### config.mk
export PLATFORM = sky130hd
export DESIGN_NAME = tasc_core
export DESIGN_NICKNAME = d
export VERILOG_FILES = /design/src/logic/tasc_pkg.sv /design/src/logic/tasc_core.sv
export SDC_FILE = /design/constraint.sdc
export NUM_CORES = 1
export LEC_CHECK = 0
export BUFFER_PORTS_ARGS = -buffer_cell sky130_fd_sc_hd__buf_2
export CAP_MARGIN = 25
export CELL_PAD_IN_SITES_DETAIL_PLACEMENT = 1
export CELL_PAD_IN_SITES_GLOBAL_PLACEMENT = 1
export CORE_MARGIN = 5
export CORE_UTILIZATION = 44
export CTS_CLUSTER_DIAMETER = 50
export DETAILED_ROUTE_END_ITERATION = 10
export PLACE_DENSITY_LB_ADDON = 0.08
export SLEW_MARGIN = 20
export SYNTH_ARGS = -nofsm -noshare
export SYNTH_HDL_FRONTEND = slang
export SYNTH_SLANG_ARGS = --single-unit
### constraint.sdc
create_clock -name clk -period 4 [get_ports clk]
set_input_delay 0.2 -clock clk [delete_from_list [all_inputs] [get_ports clk]]
set_output_delay 0.2 -clock clk [all_outputs]
set_load 0.02 [all_outputs]
### src/logic/tasc_pkg.sv
// Constants shared by the thermometer, alarm and scratchpad core.
// Assumes a byte-level bus front end that decodes commands and bytes.
package tasc_pkg;
  // Command codes seen on the byte interface.
  localparam logic [7:0] CMD_CONVERT   = 8'h44;
  localparam logic [7:0] CMD_WRITE_SCR = 8'h4e;
  localparam logic [7:0] CMD_READ_SCR  = 8'hbe;
  localparam logic [7:0] CMD_COPY_SCR  = 8'h48;
  localparam logic [7:0] CMD_RECALL    = 8'hb8;
  localparam logic [7:0] CMD_ALARM_SRC = 8'hec;
  // Temperature codes in half-degree steps, 9-bit signed.
  localparam logic [8:0] TEMP_BASE = 9'h192;
  localparam logic [8:0] TEMP_MAX  = 9'h0c8;
  localparam logic [8:0] TEMP_ONE  = 9'h001;
  // Counter preset for the base temperature and slope start.
  localparam logic [7:0] BASE_COUNT = 8'h40;
  localparam logic [7:0] SLOPE_INIT = 8'h10;
  localparam logic [7:0] SLOPE_INC  = 8'h01;
  localparam logic [7:0] CNT_ZERO   = 8'h00;
  localparam logic [7:0] CNT_ONE    = 8'h01;
  // Gate length in edges of the temperature-sensitive oscillator.
  localparam logic [15:0] GATE_LEN = 16'h0400;
  localparam logic [15:0] GATE_ONE = 16'h0001;
  // Scratchpad byte positions and fixed contents.
  localparam logic [3:0] SCR_TEMP_LO = 4'h0;
  localparam logic [3:0] SCR_TEMP_HI = 4'h1;
  localparam logic [3:0] SCR_HI_TRIG = 4'h2;
  localparam logic [3:0] SCR_LO_TRIG = 4'h3;
  localparam logic [3:0] SCR_UNUSED0 = 4'h4;
  localparam logic [3:0] SCR_UNUSED1 = 4'h5;
  localparam logic [3:0] SCR_RESID   = 4'h6;
  localparam logic [3:0] SCR_CPD     = 4'h7;
  localparam logic [3:0] SCR_CRC     = 4'h8;
  localparam logic [3:0] SCR_IDX_ONE = 4'h1;
  localparam logic [7:0] BYTE_ONES   = 8'hff;
  // Reflected form of x^8 + x^5 + x^4 + 1 for LSB-first shifting.
  localparam logic [7:0] CRC_POLY = 8'h8c;
  localparam logic [7:0] CRC_INIT = 8'h00;
  // Nonvolatile trigger contents after first power-up.
  localparam logic [7:0] NV_HI_RST = 8'h7d;
  localparam logic [7:0] NV_LO_RST = 8'hc9;
  // Measurement sequencer states.
  typedef enum logic [0:0] {TASC_IDLE, TASC_CONV} tasc_state_t;
  // One CRC step over a byte, least significant bit first.
  function automatic logic [7:0] tasc_crc_byte(input logic [7:0] crc, input logic [7:0] d);
    logic [7:0] c;
    c = crc;
    for (int i = 0; i < 8; i++) begin
      c = (c[0] ^ d[i]) ? ((c >> 1) ^ CRC_POLY) : (c >> 1);
    end
    return c;
  endfunction
endpackage

### src/logic/tasc_core.sv
// Thermometer core: gated measurement, alarm compare, identity ROM,
// scratchpad with CRC and nonvolatile trigger bytes.
// Assumes a front end that handles reset, presence and time slots and
// hands over whole command and data bytes as one-cycle pulses on clk.
`timescale 1ns/1ps
module tasc_core
  import tasc_pkg::*;
#(
  parameter logic [7:0]  FAMILY_CODE = 8'h5a,          // Arbitrary value.
  parameter logic [47:0] SERIAL_NUM  = 48'h0123456789ab // Arbitrary value.
) (
  input  wire logic        clk,           // Core clock, 40 MHz.
  input  wire logic        arst_n,        // Asynchronous reset, active low.
  input  wire logic        ce,            // Clock enable; low freezes state.
  input  wire logic        osc_ref,       // Low tempco oscillator pin.
  input  wire logic        osc_gate,      // High tempco oscillator pin.
  input  wire logic        bus_reset,     // Bus reset seen, pulse.
  input  wire logic        rom_done,      // ROM command finished, pulse.
  input  wire logic        cmd_valid,     // Function command byte, pulse.
  input  wire logic [7:0]  cmd_code,      // Function command code.
  input  wire logic        wr_valid,      // Data byte written, pulse.
  input  wire logic [7:0]  wr_data,       // Data byte from master.
  input  wire logic        rd_req,        // Next read byte wanted, pulse.
  output logic [7:0]       rd_data,       // Read byte, registered.
  output logic             rd_valid,      // Read byte ready, pulse.
  output logic [63:0]      rom_id,        // Identity ROM, registered.
  output logic             alarm_respond, // Joins alarm search.
  output logic             busy,          // Conversion running.
  output logic             cmd_refused    // Command refused for lack of ROM access, pulse.
);
  // Synchroniser chains; only the second stage feeds logic.
  logic [1:0]  ref_sync;      // Reference oscillator sync.
  logic [1:0]  gate_sync;     // Gate oscillator sync.
  logic        ref_d;         // Delayed reference for edges.
  logic        gate_d;        // Delayed gate for edges.
  logic        ref_rise;      // Reference count enable.
  logic        gate_rise;     // Gate count enable.
  // Measurement state.
  tasc_state_t state;         // Sequencer state.
  logic [7:0]  meas_cnt;      // Down counter.
  logic [7:0]  slope;         // Slope accumulator.
  logic [15:0] gate_cnt;      // Gate edge counter.
  logic [8:0]  temp;          // 9-bit signed result.
  logic [7:0]  resid;         // Residual reference count.
  logic [7:0]  cpd;           // Counts per degree.
  logic        alarm;         // Internal alarm flag.
  logic        meas_end;      // Gate closes this cycle.
  // Memory state.
  logic [7:0]  high_alarm_trigger; // Scratchpad high copy.
  logic [7:0]  low_alarm_trigger;  // Scratchpad low copy.
  logic [7:0]  nv_high;       // Nonvolatile high byte.
  logic [7:0]  nv_low;        // Nonvolatile low byte.
  logic        por_load;      // Power-on reload pending.
  logic        rom_ok;        // ROM protocol satisfied.
  logic        wr_act;        // Scratchpad write open.
  logic        wr_second;     // Next write is the low byte.
  logic        rd_act;        // Scratchpad read open.
  logic [3:0]  rd_idx;        // Next byte to read.
  logic [7:0]  rd_crc;        // Running scratchpad CRC.
  logic [7:0]  scr_byte;      // Selected scratchpad byte.
  logic        cmd_ok;        // Command may be taken.
  logic [7:0]  temp_hi;       // Sign-extended upper byte.
  logic [7:0]  temp_whole;    // Whole degrees for compare.
  // Two flip-flops per pin, then one more stage for edge detect.
  always_ff @(posedge clk or negedge arst_n) begin
    if (!arst_n) begin
      ref_sync  <= 2'h0;
      gate_sync <= 2'h0;
      ref_d     <= 1'b0;
      gate_d    <= 1'b0;
    end else if (ce) begin
      ref_sync  <= {ref_sync[0], osc_ref};
      gate_sync <= {gate_sync[0], osc_gate};
      ref_d     <= ref_sync[1];
      gate_d    <= gate_sync[1];
    end
  end
  assign ref_rise  = ref_sync[1] & ~ref_d;
  assign gate_rise = gate_sync[1] & ~gate_d;
  // The gate closes on the last counted edge of the sensitive oscillator.
  assign meas_end  = (state == TASC_CONV) && gate_rise && (gate_cnt == GATE_ONE);
  // Function commands are taken only once the ROM protocol is satisfied.
  assign cmd_ok = cmd_valid && rom_ok;
  // ROM gate: a bus reset revokes access, a finished ROM command grants it.
  always_ff @(posedge clk or negedge arst_n) begin
    if (!arst_n) begin
      rom_ok      <= 1'b0;
      cmd_refused <= 1'b0;
    end else if (ce) begin
      cmd_refused <= cmd_valid && !rom_ok;
      if (rom_done) begin
        rom_ok <= 1'b1;
      end else if (bus_reset) begin
        rom_ok <= 1'b0;
      end
    end
  end
  // Measurement sequencer.  A convert during a conversion is ignored.
  always_ff @(posedge clk or negedge arst_n) begin
    if (!arst_n) begin
      state    <= TASC_IDLE;
      meas_cnt <= BASE_COUNT;
      slope    <= SLOPE_INIT;
      gate_cnt <= GATE_LEN;
      temp     <= TEMP_BASE;
    end else if (ce) begin
      unique case (state)
        TASC_IDLE: begin
          if (cmd_ok && cmd_code == CMD_CONVERT) begin
            state    <= TASC_CONV;
            meas_cnt <= BASE_COUNT;
            temp     <= TEMP_BASE;
            slope    <= SLOPE_INIT;
            gate_cnt <= GATE_LEN;
          end
        end
        TASC_CONV: begin
          if (gate_rise) begin
            gate_cnt <= gate_cnt - GATE_ONE;
          end
          if (meas_end) begin
            state <= TASC_IDLE;
          end else if (ref_rise) begin
            if (meas_cnt == CNT_ZERO) begin
              // Clamp at the top of range so the code never wraps.
              if (temp != TEMP_MAX) begin
                temp <= temp + TEMP_ONE;
              end
              meas_cnt <= slope;
              slope    <= slope + SLOPE_INC;
            end else begin
              meas_cnt <= meas_cnt - CNT_ONE;
            end
          end
        end
      endcase
    end
  end
  // Sign extension and whole-degree view of the result.
  assign temp_hi    = {8{temp[8]}};
  assign temp_whole = temp[8:1];
  // Gate end: keep counters for interpolation and recompute the alarm.
  always_ff @(posedge clk or negedge arst_n) begin
    if (!arst_n) begin
      resid <= CNT_ZERO;
      cpd   <= SLOPE_INIT;
      alarm <= 1'b0;
    end else if (ce && meas_end) begin
      resid <= meas_cnt;
      cpd   <= slope;
      // Stored trigger bytes decide the alarm, not the scratchpad copies.
      alarm <= ($signed(temp_whole) > $signed(nv_high)) ||
               ($signed(temp_whole) < $signed(nv_low));
    end
  end
  assign alarm_respond = alarm;
  assign busy          = (state == TASC_CONV);
  // Trigger copies and nonvolatile storage.
  always_ff @(posedge clk or negedge arst_n) begin
    if (!arst_n) begin
      por_load           <= 1'b1;
      nv_high            <= NV_HI_RST;
      nv_low             <= NV_LO_RST;
      high_alarm_trigger <= NV_HI_RST;
      low_alarm_trigger  <= NV_LO_RST;
      wr_act             <= 1'b0;
      wr_second          <= 1'b0;
    end else if (ce) begin
      por_load <= 1'b0;
      if (por_load || (cmd_ok && cmd_code == CMD_RECALL)) begin
        high_alarm_trigger <= nv_high;
        low_alarm_trigger  <= nv_low;
      end else if (wr_act && wr_valid) begin
        if (wr_second) begin
          low_alarm_trigger <= wr_data;
          wr_act            <= 1'b0;
        end else begin
          high_alarm_trigger <= wr_data;
          wr_second          <= 1'b1;
        end
      end
      if (cmd_ok && cmd_code == CMD_WRITE_SCR) begin
        wr_act    <= 1'b1;
        wr_second <= 1'b0;
      end else if (bus_reset) begin
        wr_act <= 1'b0;
      end
      if (cmd_ok && cmd_code == CMD_COPY_SCR) begin
        nv_high <= high_alarm_trigger;
        nv_low  <= low_alarm_trigger;
      end
    end
  end
  // Scratchpad byte selection by read index.
  always_comb begin
    unique case (rd_idx)
      SCR_TEMP_LO: scr_byte = temp[7:0];
      SCR_TEMP_HI: scr_byte = temp_hi;
      SCR_HI_TRIG: scr_byte = high_alarm_trigger;
      SCR_LO_TRIG: scr_byte = low_alarm_trigger;
      SCR_UNUSED0: scr_byte = BYTE_ONES;
      SCR_UNUSED1: scr_byte = BYTE_ONES;
      SCR_RESID:   scr_byte = resid;
      SCR_CPD:     scr_byte = cpd;
      SCR_CRC:     scr_byte = rd_crc;
      default:     scr_byte = BYTE_ONES;
    endcase
  end
  // Scratchpad read; the CRC is offered and never checked here.
  always_ff @(posedge clk or negedge arst_n) begin
    if (!arst_n) begin
      rd_act   <= 1'b0;
      rd_idx   <= SCR_TEMP_LO;
      rd_crc   <= CRC_INIT;
      rd_data  <= BYTE_ONES;
      rd_valid <= 1'b0;
    end else if (ce) begin
      rd_valid <= 1'b0;
      if (cmd_ok && cmd_code == CMD_READ_SCR) begin
        rd_act <= 1'b1;
        rd_idx <= SCR_TEMP_LO;
        rd_crc <= CRC_INIT;
      end else if (bus_reset) begin
        rd_act <= 1'b0;
      end else if (rd_req) begin
        rd_valid <= 1'b1;
        rd_data  <= rd_act ? scr_byte : BYTE_ONES;
        if (rd_act && rd_idx != SCR_CRC) begin
          rd_crc <= tasc_crc_byte(rd_crc, scr_byte);
        end
        if (rd_idx != SCR_CRC) begin
          rd_idx <= rd_idx + SCR_IDX_ONE;
        end else begin
          rd_act <= 1'b0;
        end
      end
    end
  end
  // Identity ROM; its CRC comes from the same generator.
  always_ff @(posedge clk or negedge arst_n) begin
    if (!arst_n) begin
      rom_id <= 64'h0;
    end else if (ce) begin
      rom_id <= {tasc_crc_byte(tasc_crc_byte(tasc_crc_byte(tasc_crc_byte(
                 tasc_crc_byte(tasc_crc_byte(tasc_crc_byte(CRC_INIT, FAMILY_CODE),
                 SERIAL_NUM[7:0]), SERIAL_NUM[15:8]), SERIAL_NUM[23:16]),
                 SERIAL_NUM[31:24]), SERIAL_NUM[39:32]), SERIAL_NUM[47:40]),
                 SERIAL_NUM, FAMILY_CODE};
    end
  end
endmodule

==> metrics.md, run 1 <==
| Metric | Value |
|---|---|
| Number of DRC markers after the initial detailed-route iteration | `308` |
| Number of synthesized register bits | `~130` |
| TritonCTS Sinks | `125` |
| Final clock skew | `0.00692 ns` |
| Layout Area Growth over Synthesis | `12.1%` |
| Post-Synthesis Cells | `about 800` |
| Hold Crit Class | `input port to register` |
| Required arrival time at the worst endpoint | `between 4 and 5 ns` |
| Buffer count from post-CTS setup fixing | `0` |
| Worst EP arrival | `3.77 ns` |
| Min Tclk post-route | `3.42 ns` |
| Met2 Wirelength | `10,500 µm` |
| Maximum number of pins on one net before global-route repair | `just over 70` |
| Setup TNS | `0 ns` |
| Number of input and output port buffers inserted | `between 60 and 70` |
| Number of global-route vias before repair | `6,192` |
| Die area | `roughly 19,000 µm²` |
| Final HPWL from detailed placement | `around 15,000 µm` |
| Post-Synthesis Cell Area | `7350 µm²` |
| Maximum count of clock buffers along a single path | `2` |
| Post-synth top cells | `sky130_fd_sc_hd__nand2_1, sky130_fd_sc_hd__dfrtp_1, sky130_fd_sc_hd__o21ai_0` |
| Detailed-route wire length | `just over 20,000 µm` |
| Max-cap viol count | `0` |
| Aggregate global-route resource usage | `0.213` |
| Parity-gate share of the synthesized area counting xor and xnor cells | `0.0518` |
| Share of the clock period used by the worst path | `0.855` |
| Synth top area cells | `sky130_fd_sc_hd__dfrtp_1, sky130_fd_sc_hd__dfstp_2, sky130_fd_sc_hd__buf_4` |
| Pins Over Slew Limit | `0` |
| Die extent in y | `approximately 140 µm` |
| Wire length the detailed router placed on met1 | `8840 µm` |
| Post-synthesis cell type count | `63` |
| H-Tree Level Count | `4` |
| Kind of capture point of the worst setup path | `register` |
| Mux cell area share after synthesis | `0.0264` |
| Post-synth ARST share | `1.00` |
| Top Layer Used | `met4` |
| Peak Freq | `293 MHz` |
| Count of inserted antenna diode cells | `0` |
| Most instantiated library cell after synthesis | `sky130_fd_sc_hd__nand2_1` |
| Ratio of routed vias to standard cells | `5.37` |
| Cell type contributing the most total cell area after synthesis | `sky130_fd_sc_hd__dfrtp_1` |
| Clock slew at the register clock pins of the worst setup and hold paths | `about 0.060 ns` |
| Clock Tree Root | `sky130_fd_sc_hd__clkbuf_16` |
| Register area share after synthesis | `0.432` |
| Placement row count | `47` |
| Number of hold violations in the final report | `0` |
| Overall power | `4.08 mW` |
| Remaining DRCs | `0` |
| Post-detailed-route wirelength per cell | `18.6 µm` |
| Area fraction of the dominant cell type after synthesis | `0.300` |
| IO Pins | `102` |
| Area fraction in compound gates after synthesis | `0.162` |
| Die Wd | `around 140 µm` |
| RSZ-0062 raised after global routing | `no` |
| CTS tree | `yes` |
| Total number of vias | `5,840` |
| Run status | `finished clean` |
| Mean instance size in the synthesized netlist | `roughly 9 µm²` |
| Actual transition at the worst max-transition pin | `0.662 ns` |
| TritonRoute pass-1 iters | `5` |
| Power per unit of standard cell area | `a little under 500 nW/µm²` |
| Number of flops mapped to enable cells by yosys | `0` |
| Fraction of final layout cells with drive strength greater than 1 | `0.194` |
| Largest family of logic cells by synthesized area | `simple AND/OR/NAND/NOR gates` |
| Number of warnings issued by yosys | `0` |
| Critical path class | `register to register` |
| Lkg Pwr | `3.85 nW` |
| Global placer's final weighted congestion | `0.819` |
| Filler cells | `1,970` |
| Area inside the core boundary | `16,500 µm²` |
| Worst-case headroom to the max-slew limit | `0.556` |
| Critical-path maximum fanout | `14` |
| First-pass GRT wire length | `roughly 33,000 µm` |
| Category of the worst setup path launch point | `register` |
| Adder and majority gate portion of the synthesized area | `0.0443` |
| Worst vdd ir | `0.309 mV` |
| Remaining number of nets flagged by the antenna check after routing | `0` |
| Leftover overflow at the end of global routing | `0` |
| Clock insertion delay at the later pin of the skew report | `0.42 ns` |
| Number of buffers added by the clock tree synthesis step | `17` |
| Initial antenna violation count | `0` |
| Most used DFF post-synth | `sky130_fd_sc_hd__dfrtp_1` |
| Resize count post-CTS | `0` |
| Initial core utilization | `0.446` |
| Count of endpoints failing setup in the final report | `0` |
| Share of synthesized cell area in and, or, nand and nor gates | `0.182` |
| Count of nets after finishing | `908` |
| Detail Route met3 WL | `723 µm` |
## worst max-delay path, cell delays in order (launching register included)
cell	delay, ns
sky130_fd_sc_hd__dfrtp_1	0.45
sky130_fd_sc_hd__inv_1	0.12
sky130_fd_sc_hd__ha_1	0.48
sky130_fd_sc_hd__a22oi_1	0.13
sky130_fd_sc_hd__a221oi_1	0.57
sky130_fd_sc_hd__nor4_1	0.10
sky130_fd_sc_hd__nand3b_1	0.20
sky130_fd_sc_hd__xnor2_1	0.39
sky130_fd_sc_hd__xor3_1	0.51
sky130_fd_sc_hd__or3_1	0.34
sky130_fd_sc_hd__o21ai_2	0.07
## sequential cells by signal, summed over array words and instances (netlist names), 2 cells and up
signal and flops:
gate_sync 2, nv_low 8, meas_cnt 8, rd_crc 8, cpd 8, ref_sync 2
nv_high 8, rd_idx 4, high_alarm_trigger 8, temp 9, low_alarm_trigger 8, gate_cnt 16
resid 8, rd_data 8, slope 8
## layer usage
metal,vias to the layer above,GRT usage
met5,-,0
met4,0,0.0484
met3,14,0.0456
met2,88,0.372
met1,2919,0.273
li1,2819,-
## worst paths after layout
check	start	end	slack (ns)	cells past startpoint
setup / recovery	rd_idx[0]	rd_crc[3]	0.58	10
hold / removal	osc_gate	gate_sync[0]	0.01	2
setup reg to reg	rd_idx[0]	rd_crc[3]	0.58	10
hold reg to reg	cpd[6]	cpd[6]	0.47	2
max in group asynchronous	arst_n	nv_high[4]	2.74	4
min in group asynchronous	arst_n	cmd_refused	0.22	2
## cell type report
class                           instances  area [µm²]  share of cell area
Clock inverter                         11         165              0.0200
Clock buffer                           20         457              0.0554
Sequential cell                       125        3170               0.385
Multi-Input combinational cell        598        3570               0.433
Timing Repair Buffer                   83         485              0.0589
Inverter                               31         116              0.0141
Tap cell                              220         275              0.0334
## placed cells by master (no fill, tap or decap), types with 8 or more instances in the layout
master                        n
sky130_fd_sc_hd__o21ai_0     75
sky130_fd_sc_hd__or3_1        9
sky130_fd_sc_hd__xor2_1      15
sky130_fd_sc_hd__a22o_1      11
sky130_fd_sc_hd__nand3_1     20
sky130_fd_sc_hd__nand2_1    121
sky130_fd_sc_hd__clkbuf_16   17
sky130_fd_sc_hd__nand2b_1     9
sky130_fd_sc_hd__nor2_1      69
sky130_fd_sc_hd__mux2_2      10
sky130_fd_sc_hd__conb_1      34
sky130_fd_sc_hd__dfrtp_1     88
sky130_fd_sc_hd__buf_4       13
sky130_fd_sc_hd__a21o_1       8
sky130_fd_sc_hd__inv_1       31
sky130_fd_sc_hd__buf_2       66
sky130_fd_sc_hd__a31oi_1     14
sky130_fd_sc_hd__dfstp_2     37
sky130_fd_sc_hd__nor3_1      15
sky130_fd_sc_hd__xnor2_1     22
sky130_fd_sc_hd__a22oi_1     11
sky130_fd_sc_hd__a21oi_1     29
sky130_fd_sc_hd__ha_1        26
## where the power goes
group	internal [mW]	switching, mW
combinational	0.439	0.555
sequential	1.33	0.103
clock	1.07	0.587
total	2.84	1.25
## logic make-up after synthesis
family | Yosys count
AO/OA/AOI/OAI | 188
flip-flops | 125
adder cells (fa/ha/maj) | 26
other | 1
multiplexers | 18
XOR/XNOR | 40
AND/OR/NAND/NOR | 292
buffers and inverters | 127
## through the flow
step	hold slack (ns)	cells	utilization	instance area, µm²	worst slack [ns]
global route	0.00353	1088	0.500	8240	0.274
global placement	0.386	1052	0.459	7550	0.878
floorplan	-0.0956	850	-	7470	1.21
finish	0.0126	1088	0.500	8240	0.582
detailed placement	0.407	1052	0.459	7550	0.649
CTS	0.0000780	1086	0.498	8200	0.591
## repair_timing
action | in CTS | in global routing
endpoints found under the hold margin | 50 | 0
endpoints found under the setup margin | 0 | 0
hold buffers | 3 | 0
Note: power is estimated with default switching activity, not from simulation.
==> inputs of run 2 (changes only) <==
REMOVE_ABC_BUFFERS = 1   (was not set)
==> run 2 against run 1 <==
Sequential power hardly changed. Sequential share of layout area is 0.082 points lower. Critical path depth stayed put. Count of clock-buffer cells in the layout is 1 lower. Cell count stayed put. Routed wire length is 1.1% lower. Clock skew is 0.00061 ns higher. Global-route usage is 0.11 points lower. Final area is 0.21% higher. Combinational power is 2.0% lower. Highest routed layer unchanged.
==> metrics.md, run 2 (same netlist as run 1, synthesis figures left out) <==
| Metric | Value |
|---|---|
| Run status | `finished clean` |
| Wire length the detailed router placed on met1 | `8580 µm (-3.0%)` |
| Remaining DRCs | `0 (unchanged)` |
| Met2 Wirelength | `10,300 µm (-2.4%)` |
| Count of endpoints failing setup in the final report | `0 (unchanged)` |
| Slowest cell on the critical path | `sky130_fd_sc_hd__a221oi_1` |
| Area inside the core boundary | `16,500 µm² (unchanged)` |
| Leftover overflow at the end of global routing | `0 (unchanged)` |
| TritonRoute pass-1 iters | `4 (-1)` |
| Total number of vias | `5,912 (+1.2%)` |
| Fraction of final layout cells with drive strength greater than 1 | `0.192 (-0.00115)` |
| Clock insertion delay at the later pin of the skew report | `0.43 ns (about the same)` |
| Required arrival time at the worst endpoint | `4.35 ns (about the same)` |
| Post-detailed-route wirelength per cell | `18.4 µm (-1.1%)` |
| Final HPWL from detailed placement | `14,500 µm (-1.1%)` |
| Critical path class | `register to register` |
| Share of power burned in registers | `0.351 (about the same)` |
| Final clock skew | `0.00753 ns (+0.000611 ns)` |
| Die extent in y | `139 µm (unchanged)` |
| Initial core utilization | `0.446 (unchanged)` |
| H-Tree Level Count | `4 (unchanged)` |
| Top flop regs | `gate_cnt (16), temp (9)` |
| Internal power contribution | `2.83 mW (-0.31%)` |
| Detail Route met3 WL | `624 µm (-14%)` |
| Kind of capture point of the worst setup path | `register` |
| Clock Tree Root | `sky130_fd_sc_hd__clkbuf_16` |
| Most common library cell in the layout ignoring fill and taps | `sky130_fd_sc_hd__nand2_1` |
| Share of the clock period used by the worst path | `0.825 (-0.0297)` |
| Clock share of power | `0.410 (+0.004)` |
| Number of input and output port buffers inserted | `67 (unchanged)` |
| Peak Freq | `303 MHz (+3.6%)` |
| Ratio of routed vias to standard cells | `5.43 (+1.2%)` |
| Setup TNS | `0 ns (unchanged)` |
| Remaining number of nets flagged by the antenna check after routing | `0 (unchanged)` |
| Placement row count | `47 (unchanged)` |
| Detailed-route wire length | `20,100 µm (-1.1%)` |
| Worst EP arrival | `3.65 ns (-0.12 ns)` |
| Number of buffers added by the clock tree synthesis step | `17 (unchanged)` |
| Hold Crit Class | `input port to register` |
| Global placer's final weighted congestion | `0.851 (+3.9%)` |
| IO Pins | `102 (unchanged)` |
| Maximum number of pins on one net before global-route repair | `74 (+2.8%)` |
| Layout Area Growth over Synthesis | `12.3%` |
| Switching power of the nets | `1.25 mW (+0.57%)` |
| Clock slew at the register clock pins of the worst setup and hold paths | `0.06 ns (about the same)` |
| Lkg Pwr | `3.84 nW (-0.10%)` |
| Register containing the most flip-flops in the final layout | `gate_cnt` |
| Top Layer Used | `met4` |
| Critical-path maximum fanout | `14 (unchanged)` |
| Worst path cell trace | `inv_1, ha_1, a22oi_1, a221oi_1, nor4_1, nand3b_1, xnor2_1, xor3_1, or3_1, o21ai_2` |
| Layout Cell Area excl Fill | `8260 µm² (+0.21%)` |
| Count of nets after finishing | `907 (-0.11%)` |
| Number of global-route vias before repair | `6,477 (+4.6%)` |
| Maximum count of clock buffers along a single path | `2 (unchanged)` |
| Power per unit of standard cell area | `494 nW/µm² (-0.25%)` |
| Worst vdd ir | `0.366 mV (+19%)` |
| Pins Over Slew Limit | `0 (unchanged)` |
| Resize count post-CTS | `0 (unchanged)` |
| Number of hold violations in the final report | `0 (unchanged)` |
| Initial antenna violation count | `0 (unchanged)` |
| First-pass GRT wire length | `33,300 µm (-0.37%)` |
| TritonCTS Sinks | `125 (unchanged)` |
| Net switching share of the total power | `0.307 (+0.00187)` |
| Aggregate global-route resource usage | `0.212 (-0.00111)` |
| Leading cell types in the layout, fill and taps excluded | `sky130_fd_sc_hd__nand2_1, sky130_fd_sc_hd__dfrtp_1, sky130_fd_sc_hd__o21ai_0, sky130_fd_sc_hd__nor2_1, sky130_fd_sc_hd__buf_2` |
| CTS tree | `yes` |
| Die area | `19,400 µm² (unchanged)` |
| Worst-case headroom to the max-slew limit | `0.435 (-0.121)` |
| RSZ-0062 raised after global routing | `no` |
| Category of the worst setup path launch point | `register` |
| Filler cells | `1,940 (-1.5%)` |
| Number of DRC markers after the initial detailed-route iteration | `251 (-19%)` |
| Die Wd | `139 µm (unchanged)` |
| Area after detailed placement | `7550 µm² (about the same)` |
| Combinational power share | `0.239 (-0.004)` |
| Actual transition at the worst max-transition pin | `0.841 ns (+0.180 ns)` |
| Hold-fix buffers, CTS | `4 (+1)` |
| Count of inserted antenna diode cells | `0 (unchanged)` |
| Max-cap viol count | `0 (unchanged)` |
| Max reg flops | `16 (unchanged)` |
| Min Tclk post-route | `3.30 ns (-0.119 ns)` |
| Buffer count from post-CTS setup fixing | `0 (unchanged)` |
| Slowest Stage Delay on Critical Path | `0.50 ns (-0.07 ns)` |
## run 2: routing by layer
layer / vias up / global-route usage
met3: 39 / 0.0446
li1: 2832 / -
met5: - / 0
met2: 108 / 0.375
met1: 2933 / 0.250
met4: 0 / 0.0906
## run 2: critical path, delay by kind of cell (launching register included)
family | cells | cell delay (ns)
adders and majority gates | 1 | 0.48
buffers and inverters | 1 | 0.11
DFF | 1 | 0.44
and+or+nand+nor | 3 | 0.62
AOI/OAI and AO/OA | 3 | 0.72
xor gates and xnor gates | 2 | 0.86
## run 2: final timing paths
kind	from	to	slack, ns	cells after the start
setup / recovery	rd_idx[0]	rd_crc[3]	0.70	10
max in group asynchronous	arst_n	temp[1]	2.76	4
hold reg to reg	cpd[4]	cpd[4]	0.47	2
min in group asynchronous	arst_n	nv_low[4]	0.27	2
setup reg to reg	rd_idx[0]	rd_crc[3]	0.70	10
hold / removal	ce	ref_d	0.04	3
## run 2: through the flow
stage / util / instances / power (mW) / worst slack [ns] / hold slack [ns]
final: 0.501 / 1088 / 4.08 / 0.700 / 0.0359
after global routing: 0.501 / 1088 / 4.29 / 0.407 / 0.0451
after CTS: 0.499 / 1086 / 4.12 / 0.710 / 0.0235
after detailed placement: 0.459 / 1050 / 2.42 / 0.749 / 0.421
after global placement: 0.459 / 1050 / 2.37 / 0.894 / 0.398
after floorplan: - / 754 / 2.18 / -0.416 / -0.0956
## run 2: power groups by stage
stage	logic [mW]	registers, mW	clock network [mW]
2_1_floorplan	0.761	1.42	0
3_3_place_gp	0.925	1.44	0
3_5_place_dp	0.966	1.45	0
4_1_cts	0.976	1.43	1.71
5_1_grt	1.08	1.44	1.77
6_report	0.974	1.43	1.67
## run 2: area by class of cell
class                   instances  area (µm²)  share of cell area
repair buffers                 82         493              0.0597
clock buffers                  19         443              0.0536
well taps                     220         275              0.0333
clock inverters                13         189              0.0229
flip-flops and latches        125        3170               0.384
inverters                      31         116              0.0141
multi-input cells             598        3570               0.432
==> inputs of run 3 (changes only) <==
CORE_UTILIZATION = 40   (was 44)
clock period = 2.95 ns   (was 4 ns; I/O delays follow)
==> run 3 against run 2 <==
Worst hold slack got worse by 0.011 ns. Power rose by 45%. Clock power rose by 46%. Combinational power rose by 62%. Count of clock-buffer cells in the layout rose by 2. Critical path depth did not move. Sequential share of layout area fell by 1.3 points. Die area rose by 9.3%.
==> metrics.md, run 3 (same netlist as run 1, synthesis figures left out) <==
| Metric | Value |
|---|---|
| Run status | `finished clean` |
| Slowest Stage Delay on Critical Path | `0.45 ns (-0.05 ns)` |
| Clock slew at the register clock pins of the worst setup and hold paths | `0.06 ns (about the same)` |
| Final clock skew | `0.00722 ns (-0.000314 ns)` |
| Worst setup margin | `0.133 ns (-0.568 ns)` |
| Clock insertion delay at the later pin of the skew report | `0.43 ns (about the same)` |
| FF-to-FF setup slack | `0.13 ns (-0.57 ns)` |
| Remaining DRCs | `0 (unchanged)` |
| Global placer's final weighted congestion | `0.853 (+0.19%)` |
| Critical path class | `register to register` |
| Final HPWL from detailed placement | `15,100 µm (+4.5%)` |
| Placement row count | `49 (+4.3%)` |
| Required arrival time at the worst endpoint | `3.30 ns (-1.05 ns)` |
| Dominant delay contributor by cell family on the critical path | `compound AO/OA/AOI/OAI gates` |
| Most common library cell in the layout ignoring fill and taps | `sky130_fd_sc_hd__nand2_1` |
| Category of the worst setup path launch point | `register` |
| Post-detailed-route wirelength per cell | `18.1 µm (-1.6%)` |
| TritonRoute pass-1 iters | `4 (unchanged)` |
| Number of global-route vias before repair | `6,485 (+0.12%)` |
| Count of endpoints failing setup in the final report | `0 (unchanged)` |
| Initial antenna violation count | `0 (unchanged)` |
| Register containing the most flip-flops in the final layout | `gate_cnt` |
| Detailed-route wire length | `20,400 µm (+1.7%)` |
| Min Tclk post-route | `2.82 ns (-0.482 ns)` |
| Layout Cell Area excl Fill | `8550 µm² (+3.6%)` |
| Die area | `21,200 µm² (+9.3%)` |
| Total number of vias | `5,952 (+0.68%)` |
| Remaining number of nets flagged by the antenna check after routing | `0 (unchanged)` |
| Worst-case headroom to the max-slew limit | `0.549 (+0.114)` |
| Peak Freq | `355 MHz (+17%)` |
| Number of buffers added by the clock tree synthesis step | `17 (unchanged)` |
| Pre-CTS WS | `-0.0491 ns (-0.798 ns)` |
| Power per unit of standard cell area | `694 nW/µm² (+40%)` |
| Initial core utilization | `0.408 (-0.0386)` |
| Number of DRC markers after the initial detailed-route iteration | `301 (+20%)` |
| Max-cap viol count | `0 (unchanged)` |
| Ratio of routed vias to standard cells | `5.30 (-2.5%)` |
| Register area | `3180 µm² (about the same)` |
| Share of the clock period used by the worst path | `0.955 (+0.130)` |
| Clock Tree Root | `sky130_fd_sc_hd__clkbuf_16` |
| Final-layout worst hold slack | `0.0249 ns (-0.0110 ns)` |
| Aggregate global-route resource usage | `0.198 (-0.0142)` |
| Worst path cell trace | `inv_1, ha_4, nand2b_1, a221o_2, a2111oi_2, xnor2_1, xnor2_2, xor3_1, or3_1, o21ai_2` |
| TritonCTS Sinks | `125 (unchanged)` |
| H-Tree Level Count | `4 (unchanged)` |
| First-pass GRT wire length | `34,400 µm (+3.1%)` |
| Maximum number of pins on one net before global-route repair | `49 (-34%)` |
| Die extent in y | `146 µm (+4.5%)` |
| Area after detailed placement | `7760 µm² (+2.7%)` |
| Worst EP arrival | `3.17 ns (-0.48 ns)` |
| Slowest cell on the critical path | `sky130_fd_sc_hd__dfrtp_2` |
| Leading cell types in the layout, fill and taps excluded | `sky130_fd_sc_hd__nand2_1, sky130_fd_sc_hd__dfrtp_1, sky130_fd_sc_hd__o21ai_0, sky130_fd_sc_hd__nor2_1, sky130_fd_sc_hd__buf_2` |
| Die Wd | `146 µm (+4.5%)` |
| Layout Area Growth over Synthesis | `16.4%` |
| Leftover overflow at the end of global routing | `0 (unchanged)` |
| Lkg Pwr | `4.00 nW (+4.1%)` |
| CTS tree | `yes` |
| Filler cells | `2,121 (+9.3%)` |
| Top flop regs | `gate_cnt (16), temp (9)` |
| Total placed cells including tap cells | `1,085 (+3.3%)` |
| Count of nets after finishing | `934 (+3.0%)` |
| RSZ-0062 raised after global routing | `no` |
| Fraction of final layout cells with drive strength greater than 1 | `0.226 (+0.0333)` |
| Actual transition at the worst max-transition pin | `0.672 ns (-0.170 ns)` |
| Count of inserted antenna diode cells | `0 (unchanged)` |
| Crit path buf inv count | `1 (unchanged)` |
| Area inside the core boundary | `18,000 µm² (+9.5%)` |
| IO Pins | `102 (unchanged)` |
| Number of hold violations in the final report | `0 (unchanged)` |
| Maximum count of clock buffers along a single path | `2 (unchanged)` |
| Worst vdd ir | `0.760 mV (+110%)` |
| Max reg flops | `16 (unchanged)` |
| Layout Utilization | `0.474 (-0.0270)` |
| Kind of capture point of the worst setup path | `register` |
| Post-Layout Cell Count | `1,124 (+3.3%)` |
| Pins Over Slew Limit | `0 (unchanged)` |
| Area used by multi-input combinational logic | `3610 µm² (+1.3%)` |
| Number of input and output port buffers inserted | `67 (unchanged)` |
| Critical-path maximum fanout | `9 (-5)` |
| Hold Crit Class | `input port to register` |
-- run 3: area by class of cell --
| class | count | share of cell area |
|---|---|---|
| clock buffer | 21 | 0.0550 |
| tap | 229 | 0.0335 |
| multi-input combinational | 598 | 0.422 |
| timing repair buffer | 109 | 0.0793 |
| sequential | 125 | 0.371 |
| clock inverter | 11 | 0.0247 |
| inverter | 31 | 0.0136 |
-- run 3: report_power, final --
part | switching [mW] | internal, mW
logic | 0.823 | 0.757
clock network | 0.786 | 1.65
registers | 0.112 | 1.80
total | 1.72 | 4.21
-- run 3: path summary, 6_finish.rpt --
path | to | cells past startpoint | start
max | rd_crc[3] | 10 | rd_idx[1]
min | high_alarm_trigger[4] | 3 | wr_data[4]
max reg2reg | rd_crc[3] | 10 | rd_idx[1]
min reg2reg | cpd[4] | 2 | cpd[4]
max in group asynchronous | gate_cnt[10] | 3 | arst_n
min in group asynchronous | low_alarm_trigger[5] | 2 | arst_n
-- run 3: what timing repair did --
action                     CTS  global route
hold endpoints to repair    30             0
setup endpoints to repair    1             1
buffers inserted             0             1
resized for setup            2             9
pin swaps                    0             2
hold buffers                 5             0
-- run 3: through the flow --
stage	TNS (ns)	power, mW
detailed placement	-0.0491	3.44
floorplan	-33.47	2.96
CTS	0	5.92
finish	0	5.93
global route	0	6.24
global placement	0	3.37
-- run 3: per-layer routing --
layer / GRT usage / vias to the layer above / wire length, µm
met3: 0.0439 / 18 / 670
met1: 0.245 / 2960 / 8950
met5: 0 / - / 0
met4: 0.0485 / 0 / 302
li1: - / 2871 / -
met2: 0.351 / 103 / 10500
-- run 3: worst reg2reg max path, cell delays in order (launching register included) --
cell                        delay [ns]
sky130_fd_sc_hd__dfrtp_2          0.45
sky130_fd_sc_hd__inv_1            0.13
sky130_fd_sc_hd__ha_4             0.20
sky130_fd_sc_hd__nand2b_1         0.11
sky130_fd_sc_hd__a221o_2          0.45
sky130_fd_sc_hd__a2111oi_2        0.26
sky130_fd_sc_hd__xnor2_1          0.18
sky130_fd_sc_hd__xnor2_2          0.22
sky130_fd_sc_hd__xor3_1           0.36
sky130_fd_sc_hd__or3_1            0.33
sky130_fd_sc_hd__o21ai_2          0.06
